[src/hw/iec_pkg.sv]
package iec_pkg;

  // =========================================================
  // Widths
  // =========================================================
  localparam int CNT_W = 32;

  // =========================================================
  // Register map (byte addresses)
  // =========================================================
  localparam logic [7:0] ADR_CTRL = 8'h00;
  localparam logic [7:0] ADR_PRESET = 8'h04;
  localparam logic [7:0] ADR_COUNT = 8'h08;
  localparam logic [7:0] ADR_STATUS = 8'h0C;
  localparam logic [7:0] ADR_EVENT = 8'h10;
  localparam logic [7:0] ADR_MASK = 8'h14;

  // =========================================================
  // Control field positions
  // =========================================================
  localparam int CTRL_RUN = 0;
  localparam int CTRL_PRESET_LOAD = 1;
  localparam int CTRL_ZERO_ACK = 2;
  localparam int CTRL_REPEAT = 3;
  localparam int CTRL_WIN_SRC = 4;
  localparam int CTRL_WIN_OPEN = 5;

  // =========================================================
  // Status / event field positions
  // =========================================================
  localparam int ST_ZERO = 0;
  localparam int ST_REF_ACTIVE = 1;
  localparam int ST_REF_DONE = 2;
  localparam int EV_ZERO = 0;
  localparam int EV_REF_DONE = 1;
  localparam int EV_W = 2;

  // =========================================================
  // Reset values
  // =========================================================
  localparam logic [5:0] CTRL_RST = 6'h00;
  localparam logic [EV_W-1:0] MASK_RST = 2'h0;
  localparam logic [CNT_W-1:0] COUNT_RST = 32'h00000000;

  // =========================================================
  // Carriers
  // =========================================================
  typedef struct packed {
    logic a;
    logic b;
    logic marker;
    logic home;
  } iec_pins_t;

  typedef struct packed {
    logic win_open;
    logic win_src;
    logic repeat_sel;
    logic zero_ack;
    logic preset_load;
    logic run;
  } iec_ctrl_t;

endpackage : iec_pkg

[src/hw/iec_counter.sv]
// Functional notes
// (RL1) Count encoder steps only while the run control is set.
// (RL2) Rising edge of preset load copies the preset value into the count.
// (RL3) Count is always presented on the count output.
// (RL4) Zero flag sets at count zero and holds until a zero acknowledge edge. The design sets it at count zero only while run is set.
// (RL5) Window source select: 0 home switch, 1 program window open request.
// (RL6) Repeat select: 0 reference once after start, 1 every pulse in window.
// (RL7) Reference value loads only with window open and a marker edge together.
// (RL8) Opening the window raises the window active flag.
// (RL9) Reference load clears window active, sets complete until window reopens.
// (RL10) Marker is taken on its rising edge.
// (RL11) Window opener keeps the window shorter than one marker period.
// (RL12) Quadrature decode counts every edge of both tracks. The design counts no step when both tracks change in the same cycle.
// (RL13) Encoder keeps each track below 40 kHz.
// (RL14) The counter itself raises no interrupt; status outputs report conditions. The design also drives IRQ from the masked bus events.
// (RL15) Tracks, marker and home switch pass a two-stage synchroniser.
// (RL16) A leading B increments, B leading A decrements.
//
// The Wishbone interface to the registers and the address map are this design's own decisions.
module iec_counter (
  input wire logic CLK,
  input wire logic RESETN,
  input wire logic ENC_A,
  input wire logic ENC_B,
  input wire logic REF_MARKER,
  input wire logic HOME_SWITCH,
  input wire logic WB_CYC_I,
  input wire logic WB_STB_I,
  input wire logic WB_WE_I,
  input wire logic [7:0] WB_ADR_I,
  input wire logic [3:0] WB_SEL_I,
  input wire logic [31:0] WB_DAT_I,
  output logic [31:0] WB_DAT_O,
  output logic WB_ACK_O,
  output logic [iec_pkg::CNT_W-1:0] COUNT,
  output logic ZERO,
  output logic REFERENCE_WINDOW_ACTIVE,
  output logic REFERENCE_COMPLETE,
  output logic IRQ
);
  import iec_pkg::*;

  // State read by the bus read mux, declared ahead of its use
  logic [CNT_W-1:0] count_ff;
  logic zero_ff;
  logic active_ff;
  logic done_ff;

  // =========================================================
  // Input synchronisers
  // =========================================================
  iec_pins_t pins_in;
  iec_pins_t sync1_ff;
  iec_pins_t sync2_ff;
  iec_pins_t prev_ff;

  assign pins_in = '{a: ENC_A, b: ENC_B, marker: REF_MARKER, home: HOME_SWITCH};

  // (RL15) two-stage synchroniser
  always_ff @(posedge CLK) begin
    if (!RESETN) begin
      sync1_ff <= '0;
      sync2_ff <= '0;
      prev_ff <= '0;
    end else begin
      sync1_ff <= pins_in;
      sync2_ff <= sync1_ff;
      prev_ff <= sync2_ff;
    end
  end

  // =========================================================
  // Bus registers
  // =========================================================
  iec_ctrl_t ctrl_ff;
  iec_ctrl_t ctrl_prev_ff;
  logic [CNT_W-1:0] preset_ff;
  logic [EV_W-1:0] event_ff;
  logic [EV_W-1:0] mask_ff;
  logic wb_req;
  logic wb_wr;
  logic [31:0] wr_mask;
  logic [31:0] nxt_dat;

  assign wb_req = WB_CYC_I && WB_STB_I && !WB_ACK_O;
  assign wb_wr = wb_req && WB_WE_I;
  assign wr_mask = {{8{WB_SEL_I[3]}}, {8{WB_SEL_I[2]}}, {8{WB_SEL_I[1]}}, {8{WB_SEL_I[0]}}};

  // One wait-free cycle: ack follows the request edge, then drops
  always_ff @(posedge CLK) begin
    if (!RESETN) begin
      WB_ACK_O <= 1'b0;
    end else begin
      WB_ACK_O <= wb_req;
    end
  end

  always_ff @(posedge CLK) begin
    if (!RESETN) begin
      ctrl_ff <= CTRL_RST;
      preset_ff <= COUNT_RST;
      mask_ff <= MASK_RST;
    end else if (wb_wr) begin
      case (WB_ADR_I)
        ADR_CTRL: begin
          if (WB_SEL_I[0]) begin
            ctrl_ff <= WB_DAT_I[5:0];
          end
        end
        ADR_PRESET: begin
          preset_ff <= (preset_ff & ~wr_mask) | (WB_DAT_I & wr_mask);
        end
        ADR_MASK: begin
          if (WB_SEL_I[0]) begin
            mask_ff <= WB_DAT_I[EV_W-1:0];
          end
        end
        default: begin
        end
      endcase
    end
  end

  always_ff @(posedge CLK) begin
    if (!RESETN) begin
      ctrl_prev_ff <= CTRL_RST;
    end else begin
      ctrl_prev_ff <= ctrl_ff;
    end
  end

  always_comb begin
    case (WB_ADR_I)
      ADR_CTRL: nxt_dat = {26'h0, ctrl_ff};
      ADR_PRESET: nxt_dat = preset_ff;
      ADR_COUNT: nxt_dat = count_ff;
      ADR_STATUS: nxt_dat = {29'h0, done_ff, active_ff, zero_ff};
      ADR_EVENT: nxt_dat = {30'h0, event_ff};
      ADR_MASK: nxt_dat = {30'h0, mask_ff};
      default: nxt_dat = 32'h00000000;
    endcase
  end

  always_ff @(posedge CLK) begin
    if (!RESETN) begin
      WB_DAT_O <= 32'h00000000;
    end else if (wb_req && !WB_WE_I) begin
      WB_DAT_O <= nxt_dat;
    end
  end

  // =========================================================
  // Quadrature decoder and counter
  // =========================================================
  logic step;
  logic up;
  logic preset_rise;
  logic window_open;
  logic window_prev_ff;
  logic window_rise;
  logic marker_rise;
  logic ref_load;
  logic first_done_ff;

  // (RL12) an edge on one track alone is one step; edges on both tracks in one cycle give none
  assign step = (sync2_ff.a ^ prev_ff.a) ^ (sync2_ff.b ^ prev_ff.b);
  // (RL16) A leading B counts up
  assign up = sync2_ff.a ^ prev_ff.b;

  // (RL2) preset on rising edge
  assign preset_rise = ctrl_ff.preset_load && !ctrl_prev_ff.preset_load;

  // (RL5) window source select
  assign window_open = ctrl_ff.win_src ? ctrl_ff.win_open : sync2_ff.home;
  assign window_rise = window_open && !window_prev_ff;
  // (RL10) marker taken on its rising edge
  assign marker_rise = sync2_ff.marker && !prev_ff.marker;
  // (RL7) (RL6) reference load in open window, once or every time
  assign ref_load = ctrl_ff.run && window_open && marker_rise && (ctrl_ff.repeat_sel || !first_done_ff);

  always_ff @(posedge CLK) begin
    if (!RESETN) begin
      window_prev_ff <= 1'b0;
    end else begin
      window_prev_ff <= window_open;
    end
  end

  // Load wins over a simultaneous step so the reference is exact
  always_ff @(posedge CLK) begin
    if (!RESETN) begin
      count_ff <= COUNT_RST;
    end else if (preset_rise || ref_load) begin
      count_ff <= preset_ff;
    // (RL1) count only in run state
    end else if (ctrl_ff.run && step) begin
      count_ff <= up ? count_ff + 1'b1 : count_ff - 1'b1;
    end
  end

  // Run low is the halted state; leaving it rearms the once-only mode
  always_ff @(posedge CLK) begin
    if (!RESETN) begin
      first_done_ff <= 1'b0;
    end else if (!ctrl_ff.run) begin
      first_done_ff <= 1'b0;
    end else if (ref_load) begin
      first_done_ff <= 1'b1;
    end
  end

  // =========================================================
  // Status flags
  // =========================================================
  logic zero_ack_rise;

  assign zero_ack_rise = ctrl_ff.zero_ack && !ctrl_prev_ff.zero_ack;

  // (RL4) sticky zero, set beats acknowledge
  always_ff @(posedge CLK) begin
    if (!RESETN) begin
      zero_ff <= 1'b0;
    end else if (count_ff == COUNT_RST) begin
      zero_ff <= ctrl_ff.run ? 1'b1 : zero_ff & ~zero_ack_rise;
    end else if (zero_ack_rise) begin
      zero_ff <= 1'b0;
    end
  end

  // (RL8) (RL9) active on window open, done on reference load
  always_ff @(posedge CLK) begin
    if (!RESETN) begin
      active_ff <= 1'b0;
      done_ff <= 1'b0;
    end else if (ref_load) begin
      active_ff <= 1'b0;
      done_ff <= 1'b1;
    end else if (window_rise) begin
      active_ff <= 1'b1;
      done_ff <= 1'b0;
    end
  end

  // =========================================================
  // Bus-side events
  // =========================================================
  logic [EV_W-1:0] ev_set;
  logic [EV_W-1:0] ev_clr;

  // Event marks the cycle the sticky zero flag is about to set
  assign ev_set = {ref_load, ctrl_ff.run && count_ff == COUNT_RST && !zero_ff};
  assign ev_clr = (wb_wr && WB_ADR_I == ADR_EVENT && WB_SEL_I[0]) ? WB_DAT_I[EV_W-1:0] : 2'h0;

  always_ff @(posedge CLK) begin
    if (!RESETN) begin
      event_ff <= MASK_RST;
    end else begin
      event_ff <= (event_ff & ~ev_clr) | ev_set;
    end
  end

  // =========================================================
  // Outputs
  // =========================================================
  // (RL3) (RL14) count and flags straight from flops
  always_ff @(posedge CLK) begin
    if (!RESETN) begin
      COUNT <= COUNT_RST;
      ZERO <= 1'b0;
      REFERENCE_WINDOW_ACTIVE <= 1'b0;
      REFERENCE_COMPLETE <= 1'b0;
      IRQ <= 1'b0;
    end else begin
      COUNT <= count_ff;
      ZERO <= zero_ff;
      REFERENCE_WINDOW_ACTIVE <= active_ff;
      REFERENCE_COMPLETE <= done_ff;
      IRQ <= |(event_ff & mask_ff);
    end
  end

endmodule : iec_counter

[config.mk]
export PLATFORM = sky130hd
export DESIGN_NAME = iec_counter
export DESIGN_NICKNAME = d
export VERILOG_FILES = /design/src/hw/iec_pkg.sv /design/src/hw/iec_counter.sv
export SDC_FILE = /design/constraint.sdc
export NUM_CORES = 1
export LEC_CHECK = 0
export CORE_ASPECT_RATIO = 1.75
export CORE_MARGIN = 1.5
export CORE_UTILIZATION = 57
export CTS_CLUSTER_SIZE = 40
export DETAILED_ROUTE_END_ITERATION = 6
export DONT_BUFFER_PORTS = 1
export PLACE_DENSITY = 0.75
export SYNTH_ARGS = -nofsm -noshare
export SYNTH_HDL_FRONTEND = slang
export SYNTH_SLANG_ARGS = --single-unit
[constraint.sdc]
create_clock -name CLK -period 3.23 [get_ports CLK]
set_clock_uncertainty 0.05 [all_clocks]
set_input_delay 0.1615 -clock CLK [delete_from_list [all_inputs] [get_ports CLK]]
set_output_delay 0.1615 -clock CLK [all_outputs]
set_load 0.005 [all_outputs]
==> metrics, run 1 <==
mapped cell area=7721 sq um; HPWL Detailed=16.85 mm; Adder-Cell Fraction of Synth Area=0.001620; Synth Area in Compound Gates=0.1680; Max rail drop VDD=0.3121 mV; ANT cells=0; register area=3223 sq um; Layout area overhead=19.15%; commonest non-fill, non-tap cell in the layout=dfxtp_1; Clock transition at path regs=0.07 ns; post-layout util=0.6911; clock sinks=161; CTS tree=yes; die width=90.98 um; Initial Util=0.5800; # IOs=122; clk buf depth=2; Power, Total=0.004252 W; post-DR wirelength/cell=21.50 um; clk root buf=clkbuf_16; most frequent cells in the layout=dfxtp_1, nor2_1, a21oi_1; FF-to-FF setup slack=0.34 ns; IO buf count=0; Mapped Nets=1001; post-synthesis simple-gate area fraction=0.2669; status=finished clean; setup violators final=0; largest net degree at the start of global routing=72; share of Yosys cell area claimed by the top area cell type=0.4174; worst hold start=RESETN; H-tree levels=4; post-synthesis mux area share=0.05607; Worst Setup Path Type=flip-flop to flip-flop; crit-path max FO=47; final net count=1038; Max Cap Viol=0; P_leak=3.286 nW; Worst Max-Slew Pin Slew=1.072 ns; FMAX=345.9 MHz; dominant cell type by area after synthesis=dfxtp_1; main combinational cell family by area after synthesis=simple AND/OR/NAND/NOR gates; clk_lat worst skew=0.43 ns; placer's final routability congestion estimate=0.9849; relative slew slack=0.2856; fin. max-slew vios=0; sequence of cells on the critical path=xor2_4, buf_4, nand3_1, a2111oi_4, o21bai_1, a31oi_1, xor2_1, o22ai_1; FF-to-FF Start=prev_ff[2]; path depth of the worst reg2reg path=8; CP peak stage delay=0.52 ns; DRT antenna net count=0; vias in the first global route=7341; Synth async-reset ratio=0; vias post-DR=7460; largest cells by area after synthesis=dfxtp_1, nor2_1, a21oi_1; multi-input gate area in the final layout=4140 sq um; slowest cell on the critical path=a2111oi_4; Hold Path Class=primary input to flip-flop; GRT overflow=0; pwr dens=462.2 nW/um^2; Core Area=13310 sq um; Critical Path RT=3.47 ns; final worst path period share=0.8950; row count=56; Mapped Cells=947; DRC=0; Ys Warns=0; die height=157.0 um; R2R Path End=count_ff[20]; Tmin final=2.891 ns; EDFF count, synth=0; Arr. time, crit path=3.13 ns; Worst Setup EP=count_ff[20]; Seq/Total Area, Yosys=0.4174; drt pass-1 iters=6; initial antenna violation count=0; Layout fillers=1094; Num CTS Buffers=17; first-pass GRT wire length=38.79 mm; CP startpoint kind=flip-flop; Total GRT Usage=0.3547; crit path from=prev_ff[2]; post-synthesis cell type count=63; RSZ-0062 raised after global routing=false; WL final=25.18 mm; post-DR vias/cell=6.371; Die Footprint=14280 sq um; share of cells above drive strength 1=0.08425; register bit total from synthesis=161; CP endpoint kind=flip-flop; Fin. Hold Viols=0; Iter 0 DRT Violations=528; xor/xnor cell area share of the yosys netlist=0.04067; Most used DFF post-synth=dfxtp_1; Setup Total Neg Slack=0 ns; Mapped Avg Cell Area=8.153 sq um; Post-CTS Setup Bufs=0
[cell type report]
type                       count  area share
inverter                       5    0.002040
sequential                   161      0.3503
clock inverter                14     0.01822
multi-input combinational    694      0.4500
tap                          174     0.02366
timing repair buffer         105      0.1080
clock buffer                  18     0.04774
[cells in the mapped netlist (11+ instances only)]
library cell	number
a22oi_1	38
buf_1	11
clkbuf_1	60
nand2_1	71
or3_1	11
xor2_1	11
o21ai_0	30
nor2_1	132
a21oi_1	81
mux2i_1	32
nand3_1	55
nor4_1	17
xnor2_1	23
o22ai_1	11
dfxtp_1	161
and2_1	48
nand4_1	19
nor3_1	17
and3_1	12
[what timing repair did]
| action | CTS | global route |
|---|---|---|
| resized for setup | 0 | 0 |
| hold endpoints to repair | 102 | 0 |
| hold buffers | 73 | 0 |
[routing by layer]
metal / GRT usage / up-vias / share of wire
met5: 0 / - / 0
met4: 0.3274 / 0 / 0.088
met3: 0.06184 / 133 / 0.048
met2: 0.6368 / 356 / 0.52
met1: 0.3385 / 3526 / 0.34
li1: - / 3445 / -
[how the worst min path moves through the flow]
stage                        end  slack (ns)  cells after the start
global route         WB_DAT_O[0]        0.03                      4
CTS                  WB_DAT_O[1]        0.02                      4
detailed placement   sync1_ff[0]        0.24                      1
finish              count_ff[28]        0.03                      3
floorplan            sync1_ff[0]        0.24                      1
global placement     sync1_ff[1]        0.24                      1
[critical path: cells and delay by family (launching register included)]
family | cells | cell delay, ns
AO/OA/AOI/OAI | 4 | 0.99
flip-flops | 1 | 0.48
buffers and inverters | 1 | 0.48
XOR/XNOR | 2 | 0.44
AND/OR/NAND/NOR | 1 | 0.31
[power by group]
group | internal [W] | switching, W | leakage, nW
combinational | 0.0000944 | 0.000120 | 1.70
clock | 0.00112 | 0.000918 | 0.292
sequential | 0.00199 | 0.00000512 | 1.30
[kinds of logic after synthesis]
group,Yosys count
AOI/OAI and AO/OA,206
xor gates and xnor gates,35
adders and majority gates,1
buffers and inverters,92
DFF,161
muxes,39
and+or+nand+nor,413
[stage by stage]
stage	std cells	instance area [sq um]	hold WS, ns	setup slack, ns
finish	1171	9200	0.03234	0.3393
global route	1171	9200	0.03125	0.02019
CTS	1171	9200	0.01565	0.4248
detailed placement	1066	7853	0.2439	0.4429
global placement	1066	7853	0.2405	0.4568
floorplan	947	7732	0.2388	0.005725
No activity file was read; power rests on OpenSTA's default activity.
==> run 2, diff against run 1 <==
--- a/config.mk
+++ b/config.mk
@@ -12,6 +12,7 @@
 export DETAILED_ROUTE_END_ITERATION = 6
 export DONT_BUFFER_PORTS = 1
 export PLACE_DENSITY = 0.75
+export RECOVER_POWER = 25
 export SYNTH_ARGS = -nofsm -noshare
 export SYNTH_HDL_FRONTEND = slang
 export SYNTH_SLANG_ARGS = --single-unit
==> run 2 against run 1 <==
Effect of this change: flip-flop and latch count is the same; register-to-register slack is essentially flat; cell count is the same; largest cell class unchanged; setup slack lost 0.0048 ns; core utilization shrank 0.23 points; sequential power is essentially flat.
==> metrics, run 2 (synthesized netlist as in run 1, its figures left out) <==
Clock transition at path regs=0.07 ns; RSZ-0062 raised after global routing=false; Die Footprint=14280 sq um; Total GRT Usage=0.3547; # IOs=122; Layout area overhead=18.77%; IO buf count=0; Tmin final=2.896 ns; clk buf depth=2; fin. max-slew vios=0; row count=56; die width=90.98 um; clk root buf=clkbuf_16; crit-path max FO=47; vias in the first global route=7341; HPWL Detailed=16.85 mm; CTS resizes=0; Hold Path Class=primary input to flip-flop; Worst Setup Path Type=flip-flop to flip-flop; Initial Util=0.5800; CP startpoint kind=flip-flop; Setup WS post-layout=0.3345 ns; drt pass-1 iters=6; largest net degree at the start of global routing=72; Max rail drop VDD=0.3242 mV; GRT overflow=0; most frequent cells in the layout=dfxtp_1, nor2_1, a21oi_1; post-DR vias/cell=6.389; ANT cells=0; clock sinks=161; pre-CTS WS=0.4429 ns; H-tree levels=4; clk_lat worst skew=0.43 ns; Post-CTS Setup Bufs=0; Hold-fix buffers, CTS=73; P_leak=3.236 nW; Setup Total Neg Slack=0 ns; Fin. Hold Viols=0; status=finished clean; pwr dens=464.4 nW/um^2; Critical Path RT=3.44 ns; Power, Total=0.004258 W; Worst Max-Slew Pin Slew=1.326 ns; share of cells above drive strength 1=0.07523; DRC=0; CP endpoint kind=flip-flop; FMAX=345.4 MHz; Iter 0 DRT Violations=556; Layout fillers=1103; register area=3223 sq um; first-pass GRT wire length=38.79 mm; relative slew slack=0.1150; commonest non-fill, non-tap cell in the layout=dfxtp_1; Num CTS Buffers=17; setup violators final=0; die height=157.0 um; WL final=25.12 mm; final worst path period share=0.8964; final net count=1038; initial antenna violation count=0; DRT antenna net count=0; post-DR wirelength/cell=21.45 um; multi-input gate area in the final layout=4140 sq um; Max Cap Viol=0; Core Area=13310 sq um; vias post-DR=7481; CTS tree=yes; placer's final routability congestion estimate=0.9849; Arr. time, crit path=3.11 ns
run 2: through the flow:
step           instance area (sq um)  utilization  std cells  hold slack (ns)
2_1_floorplan                   7732            -        947           0.2388
4_1_cts                         9200       0.6911       1171          0.01565
6_report                        9170       0.6888       1171          0.02757
3_5_place_dp                    7853       0.5899       1066           0.2439
5_1_grt                         9170       0.6888       1171          0.03125
3_3_place_gp                    7853       0.5899       1066           0.2405
run 2: critical path, stage by stage (launching register included):
cell and delay [ns]:
dfxtp_1 0.48, xor2_4 0.18, buf_4 0.48, nand3_1 0.31
a2111oi_4 0.51, o21bai_1 0.13, a31oi_1 0.22, xor2_1 0.25
o22ai_1 0.12
run 2: path summary, 6_finish.rpt:
check / from / endpoint / slack [ns] / cells after the start
max: prev_ff[2] / count_ff[20] / 0.33 / 8
max reg2reg: prev_ff[2] / count_ff[20] / 0.33 / 8
min reg2reg: sync1_ff[2] / sync2_ff[2] / 0.39 / 1
min: RESETN / count_ff[28] / 0.03 / 3
run 2: routing by layer:
metal / vias to the layer above / track usage / wire, um
met2: 358 / 0.6368 / 13030
li1: 3448 / - / -
met5: - / 0 / 0
met3: 143 / 0.06184 / 1138
met1: 3532 / 0.3385 / 8634
met4: 0 / 0.3274 / 2318
run 2: report_power, final:
group,internal (W),switching [W]
Sequential,0.00199,0.00000509
Combinational,0.0000943,0.000120
Clock,0.00112,0.000924
Total,0.00321,0.00105
run 2: area by class of cell:
type,instances,area share
Multi-Input combinational cell,694,0.4515
Sequential cell,161,0.3515
Timing Repair Buffer,105,0.1051
Clock buffer,18,0.04789
Tap cell,174,0.02374
Clock inverter,14,0.01828
Inverter,5,0.002047
==> run 3, diff against run 2 <==
--- a/config.mk
+++ b/config.mk
@@ -7,11 +7,11 @@
 export LEC_CHECK = 0
 export CORE_ASPECT_RATIO = 1.75
 export CORE_MARGIN = 1.5
-export CORE_UTILIZATION = 57
+export CORE_UTILIZATION = 40
 export CTS_CLUSTER_SIZE = 40
 export DETAILED_ROUTE_END_ITERATION = 6
 export DONT_BUFFER_PORTS = 1
-export PLACE_DENSITY = 0.75
+export PLACE_DENSITY = 0.56
 export RECOVER_POWER = 25
 export SYNTH_ARGS = -nofsm -noshare
 export SYNTH_HDL_FRONTEND = slang
==> run 3 against run 2 <==
Effect of this change: global-route usage decreased by 9.3 points; first-iteration DRC count decreased by 40%; routed wire length increased by 2.7%; non-clock buffer count increased by 7; maximum frequency decreased by 1.5%; combinational power about the same; highest routed layer unchanged; largest cell class unchanged; the run now ends with capacitance limit, slew limit left; sequential power about the same; count of clock-buffer cells in the layout increased by 3.
==> metrics, run 3 (synthesized netlist as in run 1, its figures left out) <==
FMAX=340.1 MHz; R2R Path End=count_ff[15]; CP peak stage delay=1.16 ns; final worst path period share=0.9104; Layout fillers=1882; crit-path max FO=9; RSZ-0062 raised after global routing=false; delay-heaviest family, CP=simple AND/OR/NAND/NOR gates; violated checks=capacitance limit, slew limit; most frequent cells in the layout=dfxtp_1, nor2_1, a21oi_1; switching part of the total=0.2308; Num CTS Buffers=17; Max rail drop VDD=0.2933 mV; DRT antenna net count=0; setup violators final=0; Critical Path Stages=8; Worst Setup EP=count_ff[15]; clock sinks=161; worst hold start=WB_ADR_I[3]; DRC=0; Arr. time, crit path=3.14 ns; die height=186.8 um; P_leak=3.231 nW; commonest non-fill, non-tap cell in the layout=dfxtp_1; WL final=25.81 mm; initial antenna violation count=0; sequence of cells on the critical path=nor4_1, nand2_1, nor4_1, o21ai_0, buf_4, xnor2_1, nand2_1, a21oi_1; largest net degree at the start of global routing=57; Total GRT Usage=0.2615; Critical Path RT=3.43 ns; crit path from=count_ff[11]; clk root buf=clkbuf_16; H-tree levels=4; Iter 0 DRT Violations=332; row count=67; Seq pwr share=0.482; slowest cell on the critical path=nor4_1; relative slew slack=-0.4047; pwr dens=448.5 nW/um^2; vias post-DR=7230; GRT overflow=0; # IOs=122; die width=108.0 um; fin. max-slew vios=86; Clock transition at path regs=0.07 ns; Crit path buffers/inverters=1; FF-to-FF setup slack=0.29 ns; final net count=1045; post-DR vias/cell=5.812; post-DR wirelength/cell=20.75 um; Setup Total Neg Slack=0 ns; FF-to-FF Start=count_ff[11]; CP startpoint kind=flip-flop; Core Area=19030 sq um; placer's final routability congestion estimate=0.9414; Die Footprint=20180 sq um; Layout area overhead=19.75%; IO buf count=0; Worst Max-Slew Pin Slew=2.107 ns; Max Cap Viol=2; drt pass-1 iters=5; CTS tree=yes; Int Pwr=0.003190 W; Initial Util=0.4057; DP Area=7961 sq um; vias in the first global route=7169; Psw=0.0009573 W; first-pass GRT wire length=39.81 mm; CTS resizes=0; share of cells above drive strength 1=0.07478; Worst Setup Path Type=flip-flop to flip-flop; Fin. Hold Viols=0; Clk pwr share=0.466; combinational power share=0.052; ANT cells=0; CP endpoint kind=flip-flop; clk buf depth=2; Hold Path Class=primary input to flip-flop; status=complete, but fails checks; cell area after layout=9246 sq um; clk_lat worst skew=0.44 ns; Tmin final=2.941 ns; path depth of the worst reg2reg path=8; HPWL Detailed=18.50 mm
-- run 3: tightest hold or removal path, cell delays in order --
cell and delay [ns]:
mux2i_1 0.07, nor2_1 0.11, a21oi_1 0.05, nor2_1 0.07
-- run 3: how the worst min path moves through the flow --
stage,endpoint,slack [ns],depth (start not counted)
floorplan,sync1_ff[0],0.24,1
global placement,sync1_ff[1],0.24,1
detailed placement,sync1_ff[0],0.24,1
CTS,WB_DAT_O[25],0.004,2
global route,WB_DAT_O[0],0.04,4
finish,WB_DAT_O[1],0.01,4
-- run 3: stage by stage --
stage	hold slack (ns)	worst slack (ns)	util	cells	power, W
floorplan	0.2388	0.005725	-	947	0.002177
global placement	0.2413	0.4166	0.4184	1138	0.002196
detailed placement	0.2432	0.4756	0.4184	1138	0.002197
CTS	0.003554	0.4492	0.4879	1244	0.004195
global route	0.04327	0.1126	0.4859	1244	0.004298
finish	0.01027	0.2894	0.4859	1244	0.004147
-- run 3: metal layers --
layer	global-route usage	routed length (um)
met5	0	0
met4	0.1832	1634
met3	0.04855	930
met2	0.4800	14220
met1	0.2548	9021
-- run 3: layout make-up --
cell class / count / area [sq um] / area share
Clock buffer: 21 / 460.4 / 0.04980
Clock inverter: 10 / 101.3 / 0.01096
Inverter: 5 / 18.77 / 0.002030
Multi-Input combinational cell: 694 / 4140 / 0.4478
Sequential cell: 161 / 3223 / 0.3486
Tap cell: 241 / 301.5 / 0.03261
Timing Repair Buffer: 112 / 1001 / 0.1083
-- run 3: power groups by stage --
stage	Combinational [W]	Clock, W	Sequential [W]
floorplan	0.000136	0	0.00204
global placement	0.000154	0	0.00204
detailed placement	0.000155	0	0.00204
CTS	0.000215	0.00198	0.00200
global route	0.000235	0.00207	0.00200
finish	0.000216	0.00193	0.00200
-- run 3: repair_timing --
item / in CTS / in global routing
endpoints found under the hold margin: 103 / 0
buffers inserted: 0 / 0
hold buffers: 75 / 0
